### src/core/oepc_cfg.svh
// register offsets, field positions and reset values for output enable
// assumes a 9-bit register port with word addresses as printed
`ifndef OEPC_CFG_SVH
`define OEPC_CFG_SVH
`define OEPC_ADDR_W 7
`define OEPC_DATA_W 9
`define OEPC_OFF_PWR1 7'h01
`define OEPC_OFF_PWR2 7'h02
`define OEPC_OFF_PWR3 7'h03
`define OEPC_OFF_OUT1 7'h2a
`define OEPC_OFF_OUTC 7'h31
`define OEPC_OFF_DPOL 7'h0a
`define OEPC_OFF_ISTAT 7'h10
`define OEPC_OFF_IMASK 7'h11
`define OEPC_RST_REG 9'h000
`define OEPC_P1_TIEOFF 2
`define OEPC_P1_AUXL_MIX 6
`define OEPC_P1_AUXR_MIX 7
`define OEPC_P1_LVLSHIFT 8
`define OEPC_P2_STANDBY 6
`define OEPC_P2_HP_LEFT 7
`define OEPC_P2_HP_RIGHT 8
`define OEPC_P3_MAIN_LMIX 2
`define OEPC_P3_MAIN_RMIX 3
`define OEPC_P3_SPK_RIGHT 5
`define OEPC_P3_SPK_LEFT 6
`define OEPC_P3_AUX_LEFT 7
`define OEPC_P3_AUX_RIGHT 8
`define OEPC_O1_TWO_STAGE 0
`define OEPC_O1_DELAYED 1
`define OEPC_OC_TSD_EN 1
`define OEPC_OC_AUXL_BOOST 3
`define OEPC_OC_AUXR_BOOST 4
`define OEPC_OC_SPK_BOOST 2
`define OEPC_OC_SPKR_INV 5
`define OEPC_DP_LEFT_INV 0
`define OEPC_DP_RIGHT_INV 1
`define OEPC_MX_LDAC_AUXL 2
`define OEPC_MX_LMIX_AUXL 3
`define OEPC_MX_RDAC_AUXR 4
`define OEPC_MX_RMIX_AUXR 5
`define OEPC_IS_OVERTEMP 0
`define OEPC_IS_SHUTDOWN 1
`endif

### src/core/oepc_pkg.sv
// types for the output enable and phase control block
// assumes oepc_cfg.svh supplies the widths
`include "oepc_cfg.svh"
package oepc_pkg;
	// analogue stage enables as driven to the output stages
	typedef struct packed {
		logic tieoff_bias_buffer_enable;
		logic aux_left_mixer_enable;
		logic aux_right_mixer_enable;
		logic level_shift_driver_enable;
		logic headphone_left_enable;
		logic headphone_right_enable;
		logic headphone_delayed_enable;
		logic main_left_mixer_enable;
		logic main_right_mixer_enable;
		logic speaker_left_enable;
		logic speaker_right_enable;
		logic aux_left_enable;
		logic aux_right_enable;
		logic standby;
	} oepc_enables_t;
	// phase of each output: 1 means inverted against the left dac input
	typedef struct packed {
		logic headphone_left_pin;
		logic headphone_right_pin;
		logic speaker_left_pin;
		logic speaker_right_pin;
		logic aux_left_pin;
		logic aux_right_pin;
	} oepc_phase_t;
	// register port request
	typedef struct packed {
		logic wr;
		logic rd;
		logic [`OEPC_ADDR_W-1:0] addr;
		logic [`OEPC_DATA_W-1:0] wdata;
	} oepc_req_t;
endpackage

### src/core/oepc_top.sv
// output enable, phase and thermal gating register bank
// assumes a synchronous register port and an async over-temp level
//
// Chosen here: the strobed register port.
`timescale 1ns/1ps
`include "oepc_cfg.svh"
// Summary of operation
// - dac invert bit flips sample sign
// - boost: no inversion; no boost: inverted
// - mixer route adds one inversion
// - each output and mixer own enable
// - all output enables clear after reset except headphone_delayed_enable, which sets
// - enables active high
// - power one bits 2,6,7
// - power one bit 8 level shifter
// - power two bits 8,7,6
// - output control one bits 0,1
// - thermal shutdown disables speaker amplifiers
// - thermal shutdown can raise interrupt
// - output control bit 1 shutdown enable
module oepc_top #(
	parameter int SAMPLE_W = 16
) (
	input wire logic clk_sys_i,
	input wire logic resetn_i,
	input wire oepc_pkg::oepc_req_t req_i,
	output logic [`OEPC_DATA_W-1:0] rdata_o,
	input wire logic overtemp_i,
	input wire logic [SAMPLE_W-1:0] left_dac_signal_i,
	input wire logic [SAMPLE_W-1:0] right_dac_signal_i,
	output logic [SAMPLE_W-1:0] left_dac_signal_o,
	output logic [SAMPLE_W-1:0] right_dac_signal_o,
	output oepc_pkg::oepc_enables_t enables_o,
	output oepc_pkg::oepc_phase_t phase_o,
	output logic irq_o
);
	import oepc_pkg::*;

	localparam int DW = `OEPC_DATA_W;

	// control registers, all nine bits wide
	logic [DW-1:0] power_control_one;
	logic [DW-1:0] power_control_two;
	logic [DW-1:0] power_control_three;
	logic [DW-1:0] output_control_one;
	logic [DW-1:0] output_control;
	logic [DW-1:0] dac_polarity; // dac invert bits plus mixer routing
	logic [DW-1:0] irq_status; // sticky events
	logic [DW-1:0] irq_mask; // one enables the event onto irq_o

	// synchroniser and event detection
	logic ot_meta; // first stage, read only by ot_sync
	logic ot_sync;
	logic ot_prev;
	logic shutdown; // thermal gating active
	logic shutdown_prev;
	logic [DW-1:0] event_set;
	logic [DW-1:0] next_rdata;

	// write strobes per register
	logic wr_p1, wr_p2, wr_p3, wr_o1, wr_oc, wr_dp, wr_is, wr_im;

	// address decode for writes
	always_comb begin
		wr_p1 = req_i.wr && req_i.addr == `OEPC_OFF_PWR1;
		wr_p2 = req_i.wr && req_i.addr == `OEPC_OFF_PWR2;
		wr_p3 = req_i.wr && req_i.addr == `OEPC_OFF_PWR3;
		wr_o1 = req_i.wr && req_i.addr == `OEPC_OFF_OUT1;
		wr_oc = req_i.wr && req_i.addr == `OEPC_OFF_OUTC;
		wr_dp = req_i.wr && req_i.addr == `OEPC_OFF_DPOL;
		wr_is = req_i.wr && req_i.addr == `OEPC_OFF_ISTAT;
		wr_im = req_i.wr && req_i.addr == `OEPC_OFF_IMASK;
	end

	// control register storage
	// reset clears enables
	always_ff @(posedge clk_sys_i) begin
		if (!resetn_i) begin
			power_control_one <= `OEPC_RST_REG;
			power_control_two <= `OEPC_RST_REG;
			power_control_three <= `OEPC_RST_REG;
			output_control_one <= `OEPC_RST_REG;
			output_control <= `OEPC_RST_REG;
			dac_polarity <= `OEPC_RST_REG;
			irq_mask <= `OEPC_RST_REG;
		end else begin
			// one strobe per cycle, so at most one branch fires
			if (wr_p1) begin
				power_control_one <= req_i.wdata;
			end
			if (wr_p2) begin
				power_control_two <= req_i.wdata;
			end
			if (wr_p3) begin
				power_control_three <= req_i.wdata;
			end
			if (wr_o1) begin
				output_control_one <= req_i.wdata;
			end
			if (wr_oc) begin
				output_control <= req_i.wdata;
			end
			if (wr_dp) begin
				dac_polarity <= req_i.wdata;
			end
			if (wr_im) begin
				irq_mask <= req_i.wdata;
			end
		end
	end

	// over-temp level crossing into the system clock
	// two flop synchroniser
	always_ff @(posedge clk_sys_i) begin
		if (!resetn_i) begin
			ot_meta <= 1'b0;
			ot_sync <= 1'b0;
		end else begin
			ot_meta <= overtemp_i;
			ot_sync <= ot_meta;
		end
	end

	// gating term, only while shutdown is enabled
	// gate on over-temp
	always_comb begin
		shutdown = ot_sync && output_control[`OEPC_OC_TSD_EN];
	end

	// rising edges of over-temp and of shutdown become events
	// shutdown event
	always_comb begin
		event_set = '0;
		event_set[`OEPC_IS_OVERTEMP] = ot_sync && !ot_prev;
		event_set[`OEPC_IS_SHUTDOWN] = shutdown && !shutdown_prev;
	end

	// edge history for event detection
	always_ff @(posedge clk_sys_i) begin
		if (!resetn_i) begin
			ot_prev <= 1'b0;
			shutdown_prev <= 1'b0;
		end else begin
			ot_prev <= ot_sync;
			shutdown_prev <= shutdown;
		end
	end

	// sticky status, write one to clear; a new event beats the clear
	always_ff @(posedge clk_sys_i) begin
		if (!resetn_i) begin
			irq_status <= `OEPC_RST_REG;
		end else if (wr_is) begin
			irq_status <= (irq_status & ~req_i.wdata) | event_set;
		end else begin
			irq_status <= irq_status | event_set;
		end
	end

	// level interrupt, registered so it lags status by one cycle
	always_ff @(posedge clk_sys_i) begin
		if (!resetn_i) begin
			irq_o <= 1'b0;
		end else begin
			irq_o <= |(irq_status & irq_mask);
		end
	end

	// read mux; unmapped addresses read zero
	always_comb begin
		case (req_i.addr)
			`OEPC_OFF_PWR1: next_rdata = power_control_one;
			`OEPC_OFF_PWR2: next_rdata = power_control_two;
			`OEPC_OFF_PWR3: next_rdata = power_control_three;
			`OEPC_OFF_OUT1: next_rdata = output_control_one;
			`OEPC_OFF_OUTC: next_rdata = output_control;
			`OEPC_OFF_DPOL: next_rdata = dac_polarity;
			`OEPC_OFF_ISTAT: next_rdata = irq_status;
			`OEPC_OFF_IMASK: next_rdata = irq_mask;
			default: next_rdata = '0;
		endcase
	end

	// read data stands only in the cycle after the strobe
	always_ff @(posedge clk_sys_i) begin
		if (!resetn_i) begin
			rdata_o <= '0;
		end else if (req_i.rd) begin
			rdata_o <= next_rdata;
		end else begin
			rdata_o <= '0;
		end
	end

	// enables straight from register bits, speakers gated thermally
	// independent enables
	always_ff @(posedge clk_sys_i) begin
		if (!resetn_i) begin
			enables_o <= '0;
		end else begin
			enables_o.tieoff_bias_buffer_enable <=
				power_control_one[`OEPC_P1_TIEOFF];
			enables_o.aux_left_mixer_enable <=
				power_control_one[`OEPC_P1_AUXL_MIX];
			enables_o.aux_right_mixer_enable <=
				power_control_one[`OEPC_P1_AUXR_MIX];
			enables_o.level_shift_driver_enable <=
				power_control_one[`OEPC_P1_LVLSHIFT];
			enables_o.headphone_left_enable <=
				power_control_two[`OEPC_P2_HP_LEFT];
			enables_o.headphone_right_enable <=
				power_control_two[`OEPC_P2_HP_RIGHT];
			enables_o.standby <= power_control_two[`OEPC_P2_STANDBY];
			// delayed second enable
			// second stage only acts when two-stage mode is selected
			enables_o.headphone_delayed_enable <=
				output_control_one[`OEPC_O1_TWO_STAGE] ?
				output_control_one[`OEPC_O1_DELAYED] : 1'b1;
			enables_o.main_left_mixer_enable <=
				power_control_three[`OEPC_P3_MAIN_LMIX];
			enables_o.main_right_mixer_enable <=
				power_control_three[`OEPC_P3_MAIN_RMIX];
			enables_o.speaker_left_enable <=
				power_control_three[`OEPC_P3_SPK_LEFT] && !shutdown;
			enables_o.speaker_right_enable <=
				power_control_three[`OEPC_P3_SPK_RIGHT] && !shutdown;
			enables_o.aux_left_enable <=
				power_control_three[`OEPC_P3_AUX_LEFT];
			enables_o.aux_right_enable <=
				power_control_three[`OEPC_P3_AUX_RIGHT];
		end
	end

	// dac sample sign handling; two's complement negation wraps at min
	// dac invert
	always_ff @(posedge clk_sys_i) begin
		if (!resetn_i) begin
			left_dac_signal_o <= '0;
			right_dac_signal_o <= '0;
		end else begin
			left_dac_signal_o <= dac_polarity[`OEPC_DP_LEFT_INV] ?
				SAMPLE_W'(-left_dac_signal_i) : left_dac_signal_i;
			right_dac_signal_o <= dac_polarity[`OEPC_DP_RIGHT_INV] ?
				SAMPLE_W'(-right_dac_signal_i) : right_dac_signal_i;
		end
	end

	// phase of each pin relative to an uninverted left dac
	logic inv_l, inv_r, mix_l, mix_r;
	logic aux_l_src, aux_r_src;
	always_comb begin
		inv_l = dac_polarity[`OEPC_DP_LEFT_INV];
		inv_r = dac_polarity[`OEPC_DP_RIGHT_INV];
		// main mixer inverts; headphone stage inverts back
		mix_l = !inv_l;
		mix_r = !inv_r;
		// mixer route adds inversion
		// direct dac gives inverted aux mixer output, via main mixer not
		aux_l_src = dac_polarity[`OEPC_MX_LMIX_AUXL] ? !mix_l : mix_l;
		aux_r_src = dac_polarity[`OEPC_MX_RMIX_AUXR] ? !mix_r : mix_r;
	end

	// registered phase report
	// boost sets stage inversion
	always_ff @(posedge clk_sys_i) begin
		if (!resetn_i) begin
			phase_o <= '0;
		end else begin
			phase_o.headphone_left_pin <= inv_l;
			phase_o.headphone_right_pin <= inv_r;
			// speaker stage inverts unless boosted
			phase_o.speaker_left_pin <= inv_l ^
				!output_control[`OEPC_OC_SPK_BOOST];
			phase_o.speaker_right_pin <= inv_r ^
				!output_control[`OEPC_OC_SPK_BOOST] ^
				output_control[`OEPC_OC_SPKR_INV];
			// aux stage: inverting by default, boost removes it
			phase_o.aux_left_pin <= aux_l_src ^
				!output_control[`OEPC_OC_AUXL_BOOST];
			phase_o.aux_right_pin <= aux_r_src ^
				!output_control[`OEPC_OC_AUXR_BOOST];
		end
	end
endmodule // oepc_top

### config.mk
export PLATFORM = sky130hd
export DESIGN_NAME = oepc_top
export DESIGN_NICKNAME = d
export VERILOG_FILES = /design/src/core/oepc_pkg.sv /design/src/core/oepc_top.sv
export VERILOG_INCLUDE_DIRS = /design/src /design/src/core
export SDC_FILE = /design/constraint.sdc
export NUM_CORES = 1
export LEC_CHECK = 0
export BUFFER_PORTS_ARGS = -buffer_cell sky130_fd_sc_hd__buf_4
export CAP_MARGIN = 10
export CORE_MARGIN = 2
export CORE_UTILIZATION = 59
export CTS_BUF_LIST = sky130_fd_sc_hd__clkbuf_2
export CTS_CLUSTER_SIZE = 12
export DETAILED_ROUTE_END_ITERATION = 8
export PLACE_DENSITY = 0.85
export RECOVER_POWER = 25
export SKIP_CTS_REPAIR_TIMING = 1
export SLEW_MARGIN = 20
export SYNTH_ARGS = -nofsm -noshare
export SYNTH_HDL_FRONTEND = slang
export SYNTH_SLANG_ARGS = --single-unit
### constraint.sdc
create_clock -name clk_sys_i -period 3.35 [get_ports clk_sys_i]
set_input_delay 0.67 -clock clk_sys_i [delete_from_list [all_inputs] [get_ports clk_sys_i]]
set_output_delay 0.67 -clock clk_sys_i [all_outputs]
set_load 0.01 [all_outputs]
Word level (Yosys, flattened, before mapping):

Index checks and enable logic that the tools add are counted.

* equality and inequality tests: 8
* divide/modulo/power cells: 0
* multiplexer cells: 7
* reduce and logical (&&, ||, !) cells: 23
* shift operators: 0
* bitwise operators: 10
* add/sub/neg operators: 2
* multipliers: 0
* $lt $le $gt $ge: 0

Operator list (number)
* 9-bit one-hot mux with 8 select lines: 1
* 16-bit two-way mux: 2
* 16-bit negation: 2
* 9-bit bitwise AND: 2
* 9-bit by 2-bit bitwise OR with 9-bit output: 2
* 7-bit by 2-bit == test with 1-bit output (second input constant): 2
* 7-bit by 5-bit == test with 1-bit output (second input constant): 2
* 7-bit by 6-bit == test with 1-bit output (second input constant): 2
* 1-bit logical AND: 13
* 9-bit two-way mux: 1
* 9-bit NOT: 1
* 9-bit OR reduction: 1
* 1-bit logical NOT: 8
* 7-bit by 1-bit == test with 1-bit output (second input constant): 1
* 7-bit by 4-bit == test with 1-bit output (second input constant): 1
* 1-bit bitwise XOR: 5
* 1-bit two-way mux: 3
* 2-bit AND reduction: 1

* memory bits (writable): 0
* bits of input ports: 53
* word-level logic and storage cells: 86
* latch bits: 0
* memories: 0
* bits in read-only memories: 0
* register bits: 138

Logic depth before layout (Yosys ltp):

* depth in word-level cells: 4
* depth in mapped cells: 6

Worst setup path before layout:

OpenSTA, ideal clock, no wires.

* path kind: input port to flip-flop
* from: input port left_dac_signal_i[10]
* to: register left_dac_signal_o[15]
* setup time: 0.072 ns
* arrival time: 2.077 ns
* path slack: 1.202 ns
* stages: 4
* path through: or4_4 -> or3_4 -> o41ai_2 -> mux2i_1

* cells in the longest elaborated chain, start to end: 2

Ends and longest elaborated chain
* start: declaration: line oepc_top.sv:29 `input wire logic [SAMPLE_W-1:0] left_dac_signal_i,`
* 16-bit negation: line oepc_top.sv:242 `SAMPLE_W'(-left_dac_signal_i) : left_dac_signal_i;`
* 16-bit two-way mux: line oepc_top.sv:241 `` left_dac_signal_o <= dac_polarity[`OEPC_DP_LEFT_INV] ? ``
* end signal: assignment: line oepc_top.sv:241
* end: declaration: line oepc_top.sv:31 `output logic [SAMPLE_W-1:0] left_dac_signal_o,`

No other way between the ends.
A chain may end at the register's enable or synchronous reset.

Worst setup path after layout:

* from: input port req_i[15] (netlist bit)
* to: register power_control_one[0]

* cells in the longest elaborated chain, start to end: 2

Ends and longest elaborated chain
* start: declaration: line oepc_top.sv:26 `input wire oepc_pkg::oepc_req_t req_i,`
* 7-bit by 1-bit == test with 1-bit output
* 1-bit logical AND (no source line)
* end signal: assignment: line oepc_top.sv:79 `` power_control_one <= `OEPC_RST_REG; ``
* end signal: assignment: line oepc_top.sv:89 `power_control_one <= req_i.wdata;`
* end: declaration: line oepc_top.sv:42 `logic [DW-1:0] power_control_one;`

No other way between the ends.

==> impl_metrics.yaml <==
run_status:
  status: "complete, no violations"
final_layout:
  layout.cells.non_filler: 797
  drive_gt1_share_pct: 21.7
  final_nets: 729
  synthToLayoutAreaGrowth_pct: 19.3
  nFillCells: 691
  post-route-cell-area_um2: 6620
  antenna_cells: 0
worst_setup_path:
  reg2regPathDepth: 3
  cp.required_ns: 3.86
  worstSetupStartpoint: "req_i[15]"
  r2r_end: "rdata_o[1]"
  rrSetupSlack_ns: 1.81
  cp-endpoint: "power_control_one[0]"
  start_kind: "input pin"
  rr_startpoint: "dac_polarity[1]"
  crit_arrival_ns: 3.00
  critical_path_class: "in2reg"
  setup.worst_path.end_class: "flip-flop"
  cp_max_fo: 24
detailed_routing:
  drtPass1Iterations: 6
  wire_per_inst_um: 16.9
  first_iter_violations: 313
  met3_wirelength_um: 1220
  met1Wirelength_um: 5500
  drcViolationCount: 0
  ant_nets: 0
  highest_layer: "met4"
  viasPerCell: 5.89
  route.met2.wl_um: 6370
  via_count: 4696
  drt-total-wl_um: 13500
timing:
  finalCritPeriodShare_pct: 74.2
  hold_violations: 0
  timing.fmax_mhz: 402
  setup_ws_ns: 0.864
  finalSetupViolCount: 0
  period_needed_ns: 2.49
  slew_viol_final: 0
  relSlewSlack_pct: 15.3
  rsz0062_at_grt: "false"
  tightest_slew_ns: 1.27
  fin_setup_tns_ns: 0
  clock_skew_ns: 0.0201
pwr:
  irDropWorstVdd_uv: 284
  leakage_nw: 2.83
  p_per_area_nw_per_um2: 426
  finalPower_w: 0.00282
placed_design:
  place_area_um2: 6430
  dp_cells: 766
  dp_hpwl_um: 9540
  gp_congestion: 0.929
  numPortBuffers: 114
  place_ws_ns: 0.847
global_routing:
  antenna_found_initial: 0
  grt_remaining_overflow: 0
  grt_max_degree: 60
  grt_pass1_wl_um: 20800
  grt_pass1_vias: 4365
  grtUsageTotal_pct: 26.5
clock_tree:
  clock_sinks: 138
  cts_tree: "built"
  htree_levels: 4
  clockRootBuffer: "clkbuf_2"
  clkTransAtPathRegs_ns: 0.20
  clk-insertion-delay-late_ns: 0.66
  cts_buffers: 17
  cts_buffer_depth: 2
worst_hold_path:
  hp-class: "in2reg"
die:
  initial_utilization_pct: 60.4
  core.rowCount: 35
  die_h_um: 101
  chipWidth_um: 101
  coreArea_um2: 9200
  ios: 115
  die_area_um2: 10200
synth:
  yosysWarnings: 0
  synthArstFlopShare_pct: 0
  synth_area_um2: 5550
  synth-seq-area-share_pct: 49.8
  yosysUniqueCellTypes: 47
  synth_top_area_share_pct: 49.8
  syn-instance-count: 570
  synth.largest_area_cell: "dfxtp_1"
  syn-num-nets: 625
  synth-seq-cells: 138
  synth_edf_count: 0
  synth_area_per_cell_um2: 9.74
  synthTopCellsByArea: "dfxtp_1 50%, mux2i_1 12%, nor2_1 5.6%, xor2_1 3.9%, nand2_1 2.4%"
  synth_flop_cell: "dfxtp_1"
run:
  maxCapViolations: 0
cell type report:
cell class	count	area, um^2	share of cell area, %
clock inverter	14	131	1.98
sequential	138	2760	41.7
clock buffer	17	85.1	1.28
timing repair buffer	120	878	13.3
multi-input combinational	391	2600	39.3
inverter	6	22.5	0.340
tap	111	139	2.10
power by group:
part           switching, W  internal, W  total [W]
Clock              0.000580     0.000327   0.000907
Sequential       0.00000930      0.00167    0.00168
Combinational      0.000133     0.000102   0.000235
cells in the mapped netlist, drive strengths merged (6+ instances only):
library cell	n
xnor2	7
clkbuf	21
or3	6
a21oi	8
a22o	10
and2	17
a32oi	9
a31oi	10
nor2	83
o22a	9
buf	14
inv	6
o31ai	8
nand3	17
xor2	25
o41ai	9
mux2i	68
dfxtp	138
nand2	35
o21ai	24
worst min-delay path by stage:
stage              end  cells after the start  slack, ns  startpoint
2_1_floorplan  ot_sync                      1       0.41     ot_meta
3_3_place_gp   ot_sync                      1       0.42     ot_meta
3_5_place_dp   ot_sync                      1       0.44     ot_meta
5_1_grt        ot_meta                      2       0.17  overtemp_i
4_1_cts        ot_meta                      2       0.18  overtemp_i
6_report       ot_meta                      2       0.21  overtemp_i
routing by layer:
layer / vias up / track usage [%]
li1: 2217 / -
met2: 270 / 45.3
met3: 43 / 5.27
met5: - / 0
met4: 0 / 12.3
met1: 2166 / 32.0
cell usage in the layout (no fill, tap or decap), drive strengths merged, types with 2 or more instances in the layout:
| cell type | instances |
|---|---|
| nand2b | 3 |
| mux2i | 68 |
| xnor2 | 7 |
| a21boi | 4 |
| a22o | 10 |
| o22a | 9 |
| nor3 | 2 |
| nand4b | 2 |
| nand3 | 17 |
| clkinvlp | 2 |
| nand4 | 2 |
| and2 | 17 |
| o21ai | 24 |
| bufinv | 2 |
| xor2 | 25 |
| a31oi | 10 |
| a21oi | 8 |
| ha | 2 |
| and4 | 2 |
| buf | 114 |
| and3 | 4 |
| or2 | 3 |
| o41ai | 9 |
| or3 | 6 |
| or4 | 5 |
| clkinv | 9 |
| inv | 7 |
| o31ai | 8 |
| a32oi | 9 |
| nor2 | 83 |
| nor2b | 5 |
| nor3b | 3 |
| o21a | 2 |
| dfxtp | 138 |
| nand2 | 35 |
| clkbuf | 23 |
worst max-delay path, cell delays in order:
cell and delay (ns):
clkbuf_1 0.10, nor4_2 0.28, clkbuf_1 0.74, nand3_1 0.77, mux2i_1 0.38, nor2_1 0.06
cells by family after synthesis:
family | Yosys count | synth area share [%]
AO/OA/AOI/OAI | 96 | 12.4
XOR/XNOR | 32 | 5.05
adder cells (fa/ha/maj) | 2 | 0.451
buffers and inverters | 41 | 3.45
flip-flops | 138 | 49.8
multiplexers | 68 | 12.3
AND/OR/NAND/NOR | 193 | 16.7
sequential cells by signal (all words and copies together), names as in the netlist, 6 cells and up:
signal,cells
enables_o,14
output_control,9
irq_status,9
left_dac_signal_o,16
irq_mask,9
right_dac_signal_o,16
power_control_three,9
rdata_o,9
power_control_two,9
output_control_one,9
phase_o,6
power_control_one,9
dac_polarity,9
through the flow:
| stage | utilization [%] | hold WS (ns) |
|---|---|---|
| 4_1_cts | 72.3 | 0.183 |
| 3_5_place_dp | 69.9 | 0.439 |
| 2_1_floorplan | - | 0.412 |
| 3_3_place_gp | 69.9 | 0.419 |
| 5_1_grt | 72.0 | 0.171 |
| 6_report | 72.0 | 0.205 |
Power figures use the tool's default switching activity.
